File: src/design/zero_store_pkg.sv
package zero_store_pkg;
  // widths and sizes
  localparam int ZW         = 24;               // zero, reading and reply word width
  localparam int RANGES     = 8;                // ranges per function
  localparam int REPLY_MAX  = 15;               // error reply string capacity
  localparam int CAL_SLOTS  = 2 * RANGES;       // dc and ohms zero slots in cal memory
  // register byte addresses
  localparam logic [7:0] ADDR_CTRL    = 8'h00;  // function, range, installed mask
  localparam logic [7:0] ADDR_READING = 8'h04;  // latest reading and overrange
  localparam logic [7:0] ADDR_CMD     = 8'h08;  // command opcode and argument
  localparam logic [7:0] ADDR_CHAR    = 8'h0C;  // reply string character
  localparam logic [7:0] ADDR_STATUS  = 8'h10;  // error buffer and flags
  localparam logic [7:0] ADDR_DATE    = 8'h14;  // stored date or identifier
  localparam logic [7:0] ADDR_REPLY   = 8'h40;  // 16 words of reply string
  // field positions
  localparam int CTRL_FUNC_LSB  = 0;            // 2 bits
  localparam int CTRL_RANGE_LSB = 2;            // 3 bits
  localparam int CTRL_INST_LSB  = 8;            // 3 bits, one per fitted function
  localparam int READ_OVR_BIT   = 24;           // overrange flag
  localparam int CMD_ARG_LSB    = 8;            // 20-bit argument
  // reset values
  localparam logic [10:0]   CTRL_RESET = 11'h700; // dc, lowest range, dc/ohms/ac
  localparam logic [7:0]    ERR_NONE   = 8'h00;
  localparam logic [19:0]   DATE_MAX   = 20'hF423F; // 999999
  // error codes, two bcd digits
  localparam logic [7:0] ERR_OVR_OFFSET = 8'h11;
  localparam logic [7:0] ERR_NO_HW      = 8'h19;
  localparam logic [7:0] ERR_CALMEM     = 8'h23;
  localparam logic [7:0] ERR_CONFIG     = 8'h24;
  localparam logic [7:0] ERR_CHECKSUM   = 8'h25;
  // characters
  localparam logic [7:0] CH_NUL  = 8'h00;
  localparam logic [7:0] CH_LF   = 8'h0A;
  localparam logic [7:0] CH_CR   = 8'h0D;
  localparam logic [7:0] CH_HASH = 8'h23;
  localparam logic [7:0] CH_DOL  = 8'h24;
  localparam logic [7:0] CH_PCT  = 8'h25;
  localparam logic [7:0] CH_STAR = 8'h2A;
  localparam logic [7:0] CH_ZERO = 8'h30;
  localparam logic [7:0] CH_QUES = 8'h3F;
  // timing: boot strap sampled this many cycles after release
  localparam logic [1:0] BOOT_WAIT = 2'h3;

  // functions
  localparam logic [1:0] FUNC_DC   = 2'h0;
  localparam logic [1:0] FUNC_OHMS = 2'h1;

  typedef enum logic [3:0] {
    trigger_cmd, store_dc_zero_cmd, store_resistance_zero_cmd, keep_gain_correction_cmd,
    keep_date_ident_cmd, set_error_reply_cmd, erase_cal_memory_cmd,
    store_scale_factor_cmd, recall_dc_zero_cmd, get_status_cmd, recall_cal_mode_cmd
  } cmd_e;

  typedef enum logic [1:0] {iface_bus, iface_serial, iface_parallel} iface_e;

  // one response toward the controller
  typedef struct packed {
    logic          valid;     // one-cycle pulse
    logic          is_error;  // send the error reply string instead of data
    logic [ZW-1:0] data;      // reading, recall value or status word
  } resp_s;
endpackage

File: src/design/zero_store_and_error_report.sv
// The strobed register port and the register offsets are this design's own decisions.
`timescale 1ns/1ns
// Contract
// - cal on: store zero, selected range only
// - cal off: temp zero, range and above
// - temp zeros cleared at reset
// - date store: cal on, at most 999999
// - reply string keeps first 15 characters
// - nulls dropped, not counted
// - unprogrammed reply reads as "0"
// - immediate or terminator ends the string
// - dollar and hash immediate per interface
// - erase all, status reply, interrupt gives 25
// - dc recall: selected range or lowest range
// - recall permanent in cal, else temporary
// - pending error returns reply string
// - momentary once, latching every trigger
// - buffer keeps latest code only
// - status reports code then clears
// - valid reading clears buffer
// - latching codes re-raised each trigger
// - overrange offset store loads 11
// - missing hardware trigger loads 19
// - latching disable only local with cal
// - faulty cal memory 23, bad config 24
module zero_store_and_error_report
  import zero_store_pkg::*;
(
  input  wire logic        mclk,
  input  wire logic        rst_b,
  input  wire logic [7:0]  addr,
  input  wire logic [31:0] wdata,
  input  wire logic        wr,
  input  wire logic        rd,
  output logic      [31:0] rdata,
  input  wire logic        cal_mode_pin,
  input  wire logic        remote_pin,
  input  wire logic        latch_off_pin,
  input  wire logic        calmem_ok_pin,
  input  wire logic        cfg_illegal_pin,
  input  wire logic [1:0]  iface_pin,
  input  wire logic [7:0]  hw_fault_code,
  output resp_s            resp,
  output logic             erase_busy
);

  ////////////////////////////////////////////////////////////////////////////
  // pin synchronisers
  logic [6:0] pin_meta;        // first stage, read only by pin_sync
  logic [6:0] pin_sync;        // second stage
  always_ff @(posedge mclk) begin
    if (!rst_b) begin
      pin_meta <= 7'h00;
      pin_sync <= 7'h00;
    end else begin
      pin_meta <= {iface_pin, cfg_illegal_pin, calmem_ok_pin, latch_off_pin,
                   remote_pin, cal_mode_pin};
      pin_sync <= pin_meta;
    end
  end

  logic   cal_on;              // calibration switch
  logic   remote;              // remote operation
  logic   calmem_ok;           // calibration memory present and good
  logic   cfg_bad;             // illegal module configuration
  iface_e iface;               // installed interface
  assign cal_on    = pin_sync[0];
  assign remote    = pin_sync[1];
  assign calmem_ok = pin_sync[3];
  assign cfg_bad   = pin_sync[4];
  assign iface     = iface_e'(pin_sync[6:5]);

  ////////////////////////////////////////////////////////////////////////////
  // control and reading registers
  logic [10:0]   ctrl;         // function, range, installed mask
  logic [ZW:0]   reading;      // value plus overrange
  always_ff @(posedge mclk) begin
    if (!rst_b) begin
      ctrl    <= CTRL_RESET;
      reading <= '0;
    end else begin
      if (wr && addr == ADDR_CTRL) ctrl <= wdata[10:0];
      if (wr && addr == ADDR_READING) reading <= wdata[ZW:0];
    end
  end

  logic [1:0] func;
  logic [2:0] range_sel;
  logic       func_ok;         // hardware for this function fitted
  logic [3:0] inst_mask;       // installed per function, the last one never fitted
  assign func      = ctrl[CTRL_FUNC_LSB +: 2];
  assign range_sel = ctrl[CTRL_RANGE_LSB +: 3];
  // only three mask bits exist, so the fourth function reads as absent, never unknown
  assign inst_mask = {1'b0, ctrl[CTRL_INST_LSB +: 3]};
  assign func_ok   = inst_mask[func];

  ////////////////////////////////////////////////////////////////////////////
  // command decode
  typedef enum logic [1:0] {st_idle, st_collect, st_erase} state_e;
  state_e state;
  logic   cmd_go;              // command write this cycle
  cmd_e   op;
  logic   ch_go;               // reply character arriving
  logic [7:0] ch;
  logic   ch_end;              // character ends the string
  assign cmd_go = wr && addr == ADDR_CMD;
  assign op     = cmd_e'(wdata[3:0]);
  assign ch     = wdata[7:0];
  assign ch_go  = wr && addr == ADDR_CHAR && state == st_collect;

  always_comb begin
    ch_end = (ch == CH_CR) || (ch == CH_LF) || (ch == CH_QUES) ||
             (ch == CH_STAR) || (ch == CH_PCT);
    if (ch == CH_DOL && iface == iface_serial) ch_end = 1'b1;
    if (ch == CH_HASH && iface != iface_bus) ch_end = 1'b1;
  end

  logic       ovr;             // stored reading is overrange
  logic       is_store_zero;   // either zero store command
  logic       latch_en;        // latching errors active
  logic [7:0] latch_code;      // latching cause seen at trigger
  logic       cfg_latch;       // configuration error still latched
  assign ovr           = reading[READ_OVR_BIT];
  assign is_store_zero = op == store_dc_zero_cmd || op == store_resistance_zero_cmd;
  assign latch_en      = remote || !cal_on || !pin_sync[2];

  always_comb begin
    latch_code = ERR_NONE;
    if (cfg_latch && latch_en) latch_code = ERR_CONFIG;
    if (hw_fault_code != ERR_NONE && latch_en) latch_code = hw_fault_code;
    if (!func_ok) latch_code = ERR_NO_HW;
  end

  ////////////////////////////////////////////////////////////////////////////
  // boot check for the configuration strap
  logic [1:0] boot_cnt;        // cycles since release
  logic       boot_hit;        // strap sample moment
  assign boot_hit = boot_cnt == BOOT_WAIT - 2'h1;
  always_ff @(posedge mclk) begin
    if (!rst_b) boot_cnt <= 2'h0;
    else if (boot_cnt != BOOT_WAIT) boot_cnt <= boot_cnt + 2'h1;
  end

  ////////////////////////////////////////////////////////////////////////////
  // error events, later ones in the list win
  logic       err_ev;
  logic [7:0] err_code_ev;
  logic       erase_done;
  always_comb begin
    err_ev      = 1'b0;
    err_code_ev = ERR_NONE;
    if (boot_hit && cfg_bad) begin
      err_ev      = 1'b1;
      err_code_ev = ERR_CONFIG;
    end
    if (cmd_go && state != st_erase) begin
      if (op == trigger_cmd && latch_code != ERR_NONE) begin
        err_ev      = 1'b1;
        err_code_ev = latch_code;
      end
      if (!calmem_ok && (op == erase_cal_memory_cmd || op == keep_gain_correction_cmd ||
          (cal_on && (is_store_zero || op == keep_date_ident_cmd)))) begin
        err_ev      = 1'b1;
        err_code_ev = ERR_CALMEM;
      end
      if ((is_store_zero || op == store_scale_factor_cmd) && ovr) begin
        err_ev      = 1'b1;
        err_code_ev = ERR_OVR_OFFSET;
      end
    end
    if (cmd_go && state == st_erase && op != get_status_cmd) begin
      err_ev      = 1'b1;
      err_code_ev = ERR_CHECKSUM;
    end
  end

  ////////////////////////////////////////////////////////////////////////////
  // zero memories
  logic [ZW-1:0] perm_zero [CAL_SLOTS];  // non-volatile slots, not reset
  logic [ZW-1:0] dc_tmp    [RANGES];     // temporary dc zeros
  logic [ZW-1:0] ohm_tmp   [RANGES];     // temporary ohms zeros
  logic [19:0]   date_id;                // date or identifier
  logic [3:0]    erase_idx;              // slot being cleared
  logic          zero_ok;                // zero store accepted
  logic [3:0]    slot;                   // slot for the selected range
  assign zero_ok = cmd_go && state != st_erase && is_store_zero && !ovr;
  assign slot    = {op == store_resistance_zero_cmd, range_sel};

  // permanent zeros, date and erase walk
  always_ff @(posedge mclk) begin
    if (!rst_b) begin
      erase_idx <= 4'h0;
      date_id   <= 20'h00000;
    end else if (state == st_erase) begin
      perm_zero[erase_idx] <= '0;
      erase_idx            <= erase_idx + 4'h1;
      if (erase_done) date_id <= 20'h00000;
    end else begin
      erase_idx <= 4'h0;
      if (zero_ok && cal_on && calmem_ok) perm_zero[slot] <= reading[ZW-1:0];
      if (cmd_go && op == keep_date_ident_cmd && cal_on && calmem_ok &&
          wdata[CMD_ARG_LSB +: 20] <= DATE_MAX)
        date_id <= wdata[CMD_ARG_LSB +: 20];
    end
  end
  assign erase_done = state == st_erase && erase_idx == 4'(CAL_SLOTS - 1);

  // temporary zeros, one block per range
  genvar r;
  generate
    for (r = 0; r < RANGES; r++) begin : g_tmp
      always_ff @(posedge mclk) begin
        if (!rst_b) begin
          dc_tmp[r]  <= '0;
          ohm_tmp[r] <= '0;
        end else if (zero_ok && !cal_on && 3'(r) >= range_sel) begin
          if (op == store_dc_zero_cmd) dc_tmp[r] <= reading[ZW-1:0];
          else ohm_tmp[r] <= reading[ZW-1:0];
        end
      end
    end
  endgenerate

  logic [2:0]    rec_rng;
  logic [ZW-1:0] rec_val;
  assign rec_rng = (func == FUNC_DC) ? range_sel : 3'h0;
  assign rec_val = cal_on ? perm_zero[{1'b0, rec_rng}] : dc_tmp[rec_rng];

  ////////////////////////////////////////////////////////////////////////////
  // reply string collection
  logic [7:0] reply_mem [REPLY_MAX];     // programmed characters
  logic [3:0] reply_len;                 // count stored, 0 means default
  always_ff @(posedge mclk) begin
    if (!rst_b) reply_len <= 4'h0;
    else if (cmd_go && op == set_error_reply_cmd && state != st_erase) reply_len <= 4'h0;
    else if (ch_go && !ch_end && ch != CH_NUL && reply_len < 4'(REPLY_MAX)) begin
      reply_mem[reply_len] <= ch;
      reply_len            <= reply_len + 4'h1;
    end
  end

  ////////////////////////////////////////////////////////////////////////////
  // sequencer
  always_ff @(posedge mclk) begin
    if (!rst_b) state <= st_idle;
    else case (state)
      st_idle: begin
        if (cmd_go && op == set_error_reply_cmd) state <= st_collect;
        else if (cmd_go && op == erase_cal_memory_cmd && calmem_ok) state <= st_erase;
      end
      st_collect: begin
        if (ch_go && ch_end) state <= st_idle;
        else if (cmd_go && op == erase_cal_memory_cmd && calmem_ok) state <= st_erase;
        else if (cmd_go && op != set_error_reply_cmd) state <= st_idle;
      end
      st_erase: begin
        if (erase_done || (cmd_go && op != get_status_cmd)) state <= st_idle;
      end
      default: state <= st_idle;
    endcase
  end

  ////////////////////////////////////////////////////////////////////////////
  // error buffer, pending flag and responses
  logic [7:0]    err_code;     // two-digit buffer
  logic          err_pend;     // reply string owed
  logic          rec_pend;     // recall waits for trigger
  logic [ZW-1:0] rec_hold;     // value to send on trigger
  logic [ZW-1:0] status_word;
  assign status_word = {err_code, 1'b0, reply_len, cal_on, erase_busy,
                        err_pend, 6'h00, func};

  always_ff @(posedge mclk) begin
    if (!rst_b) begin
      err_code  <= ERR_NONE;
      err_pend  <= 1'b0;
      rec_pend  <= 1'b0;
      rec_hold  <= '0;
      cfg_latch <= 1'b0;
      resp      <= '0;
    end else begin
      resp.valid <= 1'b0;
      if (boot_hit && cfg_bad) cfg_latch <= 1'b1;
      if (erase_done) begin
        resp     <= '{valid: 1'b1, is_error: 1'b0, data: status_word};
        err_code <= ERR_NONE;
      end
      if (cmd_go && state != st_erase) begin
        case (op)
          trigger_cmd: begin
            if (latch_code != ERR_NONE || err_pend || ovr) begin
              resp     <= '{valid: 1'b1, is_error: 1'b1, data: '0};
              err_pend <= 1'b0;
            end else begin
              resp     <= '{valid: 1'b1, is_error: 1'b0,
                            data: rec_pend ? rec_hold : reading[ZW-1:0]};
              rec_pend <= 1'b0;
              err_code <= ERR_NONE;
              // a strap hit in the same cycle wins over the clear
              if (func_ok && !(boot_hit && cfg_bad)) cfg_latch <= 1'b0;
            end
          end
          get_status_cmd: begin
            resp     <= '{valid: 1'b1, is_error: 1'b0, data: status_word};
            err_code <= ERR_NONE;
          end
          recall_dc_zero_cmd: begin
            rec_pend <= 1'b1;
            rec_hold <= rec_val;
          end
          recall_cal_mode_cmd: begin
            rec_pend <= 1'b1;
            rec_hold <= {{(ZW-1){1'b0}}, cal_on};
          end
          default: begin
          end
        endcase
      end
      // latest code wins, set over clear
      if (err_ev) begin
        err_code <= err_code_ev;
        if (!(cmd_go && op == trigger_cmd)) err_pend <= 1'b1;
      end
    end
  end

  always_ff @(posedge mclk) begin
    if (!rst_b) erase_busy <= 1'b0;
    else erase_busy <= (state == st_erase && !erase_done && !(cmd_go && op != get_status_cmd))
                    || (state != st_erase && cmd_go && op == erase_cal_memory_cmd && calmem_ok);
  end

  ////////////////////////////////////////////////////////////////////////////
  // read port, data one cycle after the strobe
  logic [3:0] rix;
  assign rix = addr[5:2];
  always_ff @(posedge mclk) begin
    if (!rst_b) rdata <= 32'h00000000;
    else if (rd) begin
      rdata <= 32'h00000000;
      if (addr == ADDR_CTRL) rdata <= {21'h000000, ctrl};
      else if (addr == ADDR_READING) rdata <= {7'h00, reading};
      else if (addr == ADDR_STATUS) rdata <= {8'h00, status_word};
      else if (addr == ADDR_DATE) rdata <= {12'h000, date_id};
      else if (addr[7:6] == ADDR_REPLY[7:6] && addr[1:0] == 2'h0) begin
        if (reply_len == 4'h0 && rix == 4'h0) rdata <= {24'h000000, CH_ZERO};
        else if (rix < reply_len) rdata <= {24'h000000, reply_mem[rix]};
      end
    end
  end

endmodule

File: config.mk
export PLATFORM = sky130hd
export DESIGN_NAME = zero_store_and_error_report
export DESIGN_NICKNAME = d
export VERILOG_FILES = /design/src/design/zero_store_pkg.sv /design/src/design/zero_store_and_error_report.sv
export SDC_FILE = /design/constraint.sdc
export NUM_CORES = 1
export LEC_CHECK = 0
export CELL_PAD_IN_SITES_DETAIL_PLACEMENT = 0
export CELL_PAD_IN_SITES_GLOBAL_PLACEMENT = 1
export CORE_MARGIN = 5
export CORE_UTILIZATION = 41
export DETAILED_ROUTE_END_ITERATION = 7
export DONT_BUFFER_PORTS = 1
export PLACE_DENSITY_LB_ADDON = 0.1
export SLEW_MARGIN = 15
export SYNTH_ARGS = -nofsm -noshare
export SYNTH_HDL_FRONTEND = slang
export SYNTH_SLANG_ARGS = --single-unit
File: constraint.sdc
create_clock -name mclk -period 13.4 [get_ports mclk]
set_input_delay 0 -clock mclk [delete_from_list [all_inputs] [get_ports mclk]]
set_output_delay 0 -clock mclk [all_outputs]
set_load 0.05 [all_outputs]
; Word-level counts from Yosys, hierarchy flattened
; Memory sizes are Yosys's and may differ from the RTL's.
; Cells that the tools add are included.
[word_totals]
ff_bits = 176
mem_bits_rw = 696
inputBits = 59
output_inout_bits = 59
elab_cells = 290
memories = 3
[classes]
n_addsub = 3
magnitude_cmp = 12
eq_ne = 37
mux = 109
n_bitwise = 9
n_reduce_logical = 98
[memory_table]
columns = memory, words, width, rd, rd_ports_with_merged_regs, wr, line
row1 = perm_zero, 16, 24, 1, 0, 1, zero_store_and_error_report.sv:179  ; logic [ZW-1:0] perm_zero [CAL_SLOTS];
row2 = dc_tmp, 8, 24, 1, 0, 8, zero_store_and_error_report.sv:180  ; logic [ZW-1:0] dc_tmp [RANGES];
row3 = reply_mem, 15, 8, 1, 0, 1, zero_store_and_error_report.sv:231  ; logic [7:0] reply_mem [REPLY_MAX];
[ops]
columns = cell, count
row1 = 24-bit two-way mux, 12
row2 = 8-bit two-way mux, 14
row3 = 20-bit two-way mux, 4
row4 = 25-bit two-way mux, 3
row5 = 1-bit two-way mux, 58
row6 = 1-bit logical AND, 53
row7 = 26-bit two-way mux, 2
row8 = 26-bit one-hot mux with 2 select lines, 1
row9 = 24-bit one-hot mux with 2 select lines, 1
row10 = 8-bit by 6-bit == test with 1-bit output (second input constant), 5
row11 = 8-bit by 4-bit == test with 1-bit output (second input constant), 4
row12 = 8-bit nonzero test, 3
row13 = 24-bit OR reduction, 1
row14 = 20-bit less-or-equal comparator (second input constant), 1
row15 = 4-bit by 3-bit == test with 1-bit output (second input constant), 4
row16 = 4-bit == test (second input constant), 4
row17 = 8-bit by 5-bit == test with 1-bit output (second input constant), 2
row18 = 8-bit one-hot mux with 2 select lines, 1
row19 = 1-bit logical OR, 15
row20 = 3-bit greater-or-equal comparator (first input constant), 4
row21 = 4-bit logical NOT, 3
row22 = 2-bit two-way mux, 6
row23 = 6-bit two-way mux, 2
row24 = 4-bit by 1-bit adder with 4-bit output (second input constant), 2
row25 = 31 further kinds, 63

; Logic depth before layout (Yosys ltp)
[depth]
ltp_word = 15
ltp_mapped = 10
mapped_depth_nobuf = 8

; Worst setup path after synthesis
; Ideal clock, no wire load.
[synth_timing]
kind = reg-to-reg
from = register state[0]
to = memory dc_tmp[0][0] (enable)
setup_time_ns = 0.473
arrival_time_ns = 4.168
required_ns = 12.927
path_slack_ns = 8.759
path_stages_with_launch = 7
n_path_buf = 2
period_less_slack_ns = 4.641
path_cell_list = dfxtp_1 -> nand2b_1 -> clkbuf_1 -> nand4_2 -> or4_1 -> clkbuf_1 -> o41ai_1
[synth_rtl]
columns = element, line
row1 = "start, declared", zero_store_and_error_report.sv:100  ; state_e state;
row2 = "start signal, assigned", zero_store_and_error_report.sv:245  ; if (!rst_b) state <= st_idle;
row3 = "start signal, assigned", zero_store_and_error_report.sv:248  ; if (cmd_go && op == set_error_reply_cmd) state <= st_collect;
row4 = "start signal, assigned", zero_store_and_error_report.sv:249  ; else if (cmd_go && op == erase_cal_memory_cmd && calmem_ok) state <= st_erase;
row5 = "end, declared", zero_store_and_error_report.sv:180

==> summary.md <==
| Metric | Value |
|---|---|
| Port buffer count | 0 |
| Max-cap violations | 0 |
| Gr ovfl total | 0 |
| Leading area contributor after synthesis | edfxtp_1 |
| Seq/Total Area, Yosys | 0.641 |
| Setup TNS Final | 0 ps |
| DR vias/cell | 5.70 |
| Final hold vios | 0 |
| Largest net degree at the start of global routing | 106 |
| Post-synthesis register bit count | 673 |
| Reg2reg path depth | 7 |
| Final setup fails | 0 |
| Routed Antenna Nets | 0 |
| CTS clock-pin slew for the worst setup and hold paths | 60 ps |
| Worst setup EP type | flop |
| Crit share post-route | 0.335 |
| Placed Instances | 3,219 |
| Most frequent cell after synthesis | edfxtp_1 |
| Hold Crit Class | in2reg |
| Post-synthesis compound-gate area fraction | 0.110 |
| Starting density of the core | 0.413 |
| Reg-to-reg slack, setup | 8910 ps |
| PD cells | 134 nW/um^2 |
| Layout cells sized above 1 | 0.110 |
| Final net count | 2,510 |
| Total number of vias | 19,601 |
| First-pass GRT wire length | 134,000 um |
| Worst-Skew Late Latency | 630 ps |
| Outcome | finished clean |
| Die Area | 75,900 sq um |
| Die H | 276 um |
| RSZ-0062 raised after global routing | no |
| Xor and xnor fraction of the mapped netlist area | 0.00182 |
| Number of flops mapped to enable cells by yosys | 504 |
| Synth unique cells | 76 |
| Hold_sp | addr[1] |
| Post-DP HPWL | 54,000 um |
| Synth Area per Inst | 11.9 sq um |
| Combinational family with the most area after synthesis | simple AND/OR/NAND/NOR gates |
| Initial antenna violation count | 8 |
| Synth Cell Area | 28,900 sq um |
| Peak Freq | 0.223 GHz |
| Clock Path Buffers | 3 |
| Vias in the first global route | 19,358 |
| Hold endpoint | rdata[7]$_SDFFE_PN0P_ |
| CP arrival | 4970 ps |
| Clock root buffer | clkbuf_16 |
| Post-CTS setup buffers | 0 |
| Total track usage | 0.242 |
| WHS Path Cells | 4 |
| Post-synthesis simple-gate area fraction | 0.140 |
| RR Startpoint | state[0]$_SDFFE_PN0P_ |
| Final non-filler cell total | 3,440 |
| Share of the synthesized area in the top cell type | 0.524 |
| Drt drc | 0 |
| Fillers | 6,317 |
| Number of DRC markers in iteration 0 | 1,708 |
| Tmin final | 4490 ps |
| FP Rows | 97 |
| Peak VDD IR | 0.000118 V |
| # H-tree levels | 3 |
| CTS tree | done |
| Cells after Synth | 2,424 |
| Core ar. | 70,000 sq um |
| Slew headroom | 0.208 |
| Share of async-settable or async-resettable flops after synthesis | 0 |
| IO Pins | 118 |
| Worst-margin pin slew | 1180 ps |
| Clock Skews | 27.0 ps |
| CP Launch Type | flop |
| Slew Limit Fails | 0 |
| Warnings from Yosys | 0 |
| Worst EP required | 13,880 ps |
| Lkg Pwr | 0.0119 uW |
| First-pass iteration count of the detailed router | 6 |
| Crit-path max FO | 25 |
| Die W | 276 um |
| WL/cell | 26.9 um |
| Area Overhead vs Synth | 14.2% |
| Synth area leaders | edfxtp_1, dfxtp_1, nand2_1, mux2i_1, nor2_1 |
| Multiplexer share of the synthesized area | 0.0710 |
| FF-to-FF End | dc_tmp[0][22]$_SDFFCE_PN0P_ |
| CP Class | reg2reg |
| Primary FF master, synth | edfxtp_1 |
| Gpl congestion | 0.799 |
| Total wire length | 92,500 um |
| CTS Buf Count | 75 |
| CTS sink count | 673 |
| Post-synth top cells | edfxtp_1, nand2_1, nor2_1 |
| Adder-Cell Fraction of Synth Area | 0.00433 |
worst max path at each step:
stage | from | to | slack [ps] | cells past startpoint
finish | state[0]$_SDFFE_PN0P_ | dc_tmp[0][22]$_SDFFCE_PN0P_ | 8910 | 7
global route | state[0]$_SDFFE_PN0P_ | dc_tmp[0][6]$_SDFFCE_PN0P_ | 8580 | 7
CTS | state[0]$_SDFFE_PN0P_ | dc_tmp[0][22]$_SDFFCE_PN0P_ | 8840 | 7
detailed placement | state[0]$_SDFFE_PN0P_ | dc_tmp[0][22]$_SDFFCE_PN0P_ | 8860 | 7
global placement | state[0]$_SDFFE_PN0P_ | dc_tmp[0][19]$_SDFFCE_PN0P_ | 8880 | 7
floorplan | state[0]$_SDFFE_PN0P_ | dc_tmp[0][0]$_SDFFCE_PN0P_ | 8760 | 6
routing by layer:
metal,track usage,up-vias,part of all wire
met5,0,-,0
met4,0.0652,0,0.026
met3,0.0444,122,0.067
met2,0.408,645,0.49
met1,0.324,9902,0.42
li1,-,8932,-
what timing repair did:
item	4_1_cts	5_1_grt
hold buffers	85	0
hold endpoints to repair	427	0
setup endpoints to repair	0	0
gates resized for setup	0	0
cells in the final DEF (no fill, tap or decap), types with 53 or more instances in the layout:
cell type / Yosys / layout
edfxtp_1: 504 / 504
nand2_1: 369 / 367
nor2_1: 198 / 187
dfxtp_1: 169 / 168
and2_1: 93 / 91
nand3_1: 90 / 90
a21oi_1: 79 / 79
dlygate4sd3_1: 0 / 79
mux2i_1: 78 / 78
o21ai_0: 85 / 78
clkbuf_16: 0 / 76
a31oi_1: 56 / 56
a211oi_1: 53 / 53
report_power, final:
group | internal (uW) | switching, uW
registers | 2250 | 18.2
logic | 52.1 | 92.4
clock network | 1140 | 858
stage by stage:
stage / area (sq um) / hold slack (ps) / power [uW] / utilization / setup slack (ps)
6_report: 33000 / 29.9 / 4410 / 0.472 / 8910
2_1_floorplan: 28900 / 98.9 / 2390 / - / 8760
3_5_place_dp: 29700 / 89.1 / 2410 / 0.425 / 8860
4_1_cts: 33000 / 1.48 / 4450 / 0.471 / 8840
5_1_grt: 33000 / 32.0 / 4550 / 0.471 / 8580
3_3_place_gp: 29700 / 87.5 / 2410 / 0.425 / 8880
sequential cells by signal, summed over array words and instances (netlist names), 2 cells and up:
name and flops:
err_code 8, reading 25, ctrl 11, state 2, erase_idx 4, boot_cnt 2
rdata 25, reply_mem 120, reply_len 4, dc_tmp 192, pin_meta 7, date_id 20
rec_hold 24, perm_zero 192, resp 26, pin_sync 7
worst max-delay path, cell delays in order, from the launching register on:
cell and delay (ps):
dfxtp_1 410, nand2b_1 320, and2_1 840, nand2b_1 770, nor4_4 410, buf_4 450, and3_1 880, and2_1 240
final cells by class:
class / count / area, sq um / share of cell area
sequential: 673 / 18500 / 0.561
multi-input combinational: 1526 / 9600 / 0.291
clock buffer: 107 / 2100 / 0.0635
timing repair buffer: 121 / 1190 / 0.0360
tap: 940 / 1180 / 0.0356
clock inverter: 27 / 264 / 0.00799
inverter: 44 / 165 / 0.00500
antenna: 2 / 5.00 / 0.000152
kinds of logic (layout without fill, tap and decap cells):
group	count (synthesis)	after routing
and+or+nand+nor	868	868
DFF	673	673
AOI/OAI and AO/OA	476	476
buffers and inverters	231	299
muxes	159	159
adders and majority gates	10	10
xor gates and xnor gates	6	6
other	1	9
Power figures use the tool's default switching activity.
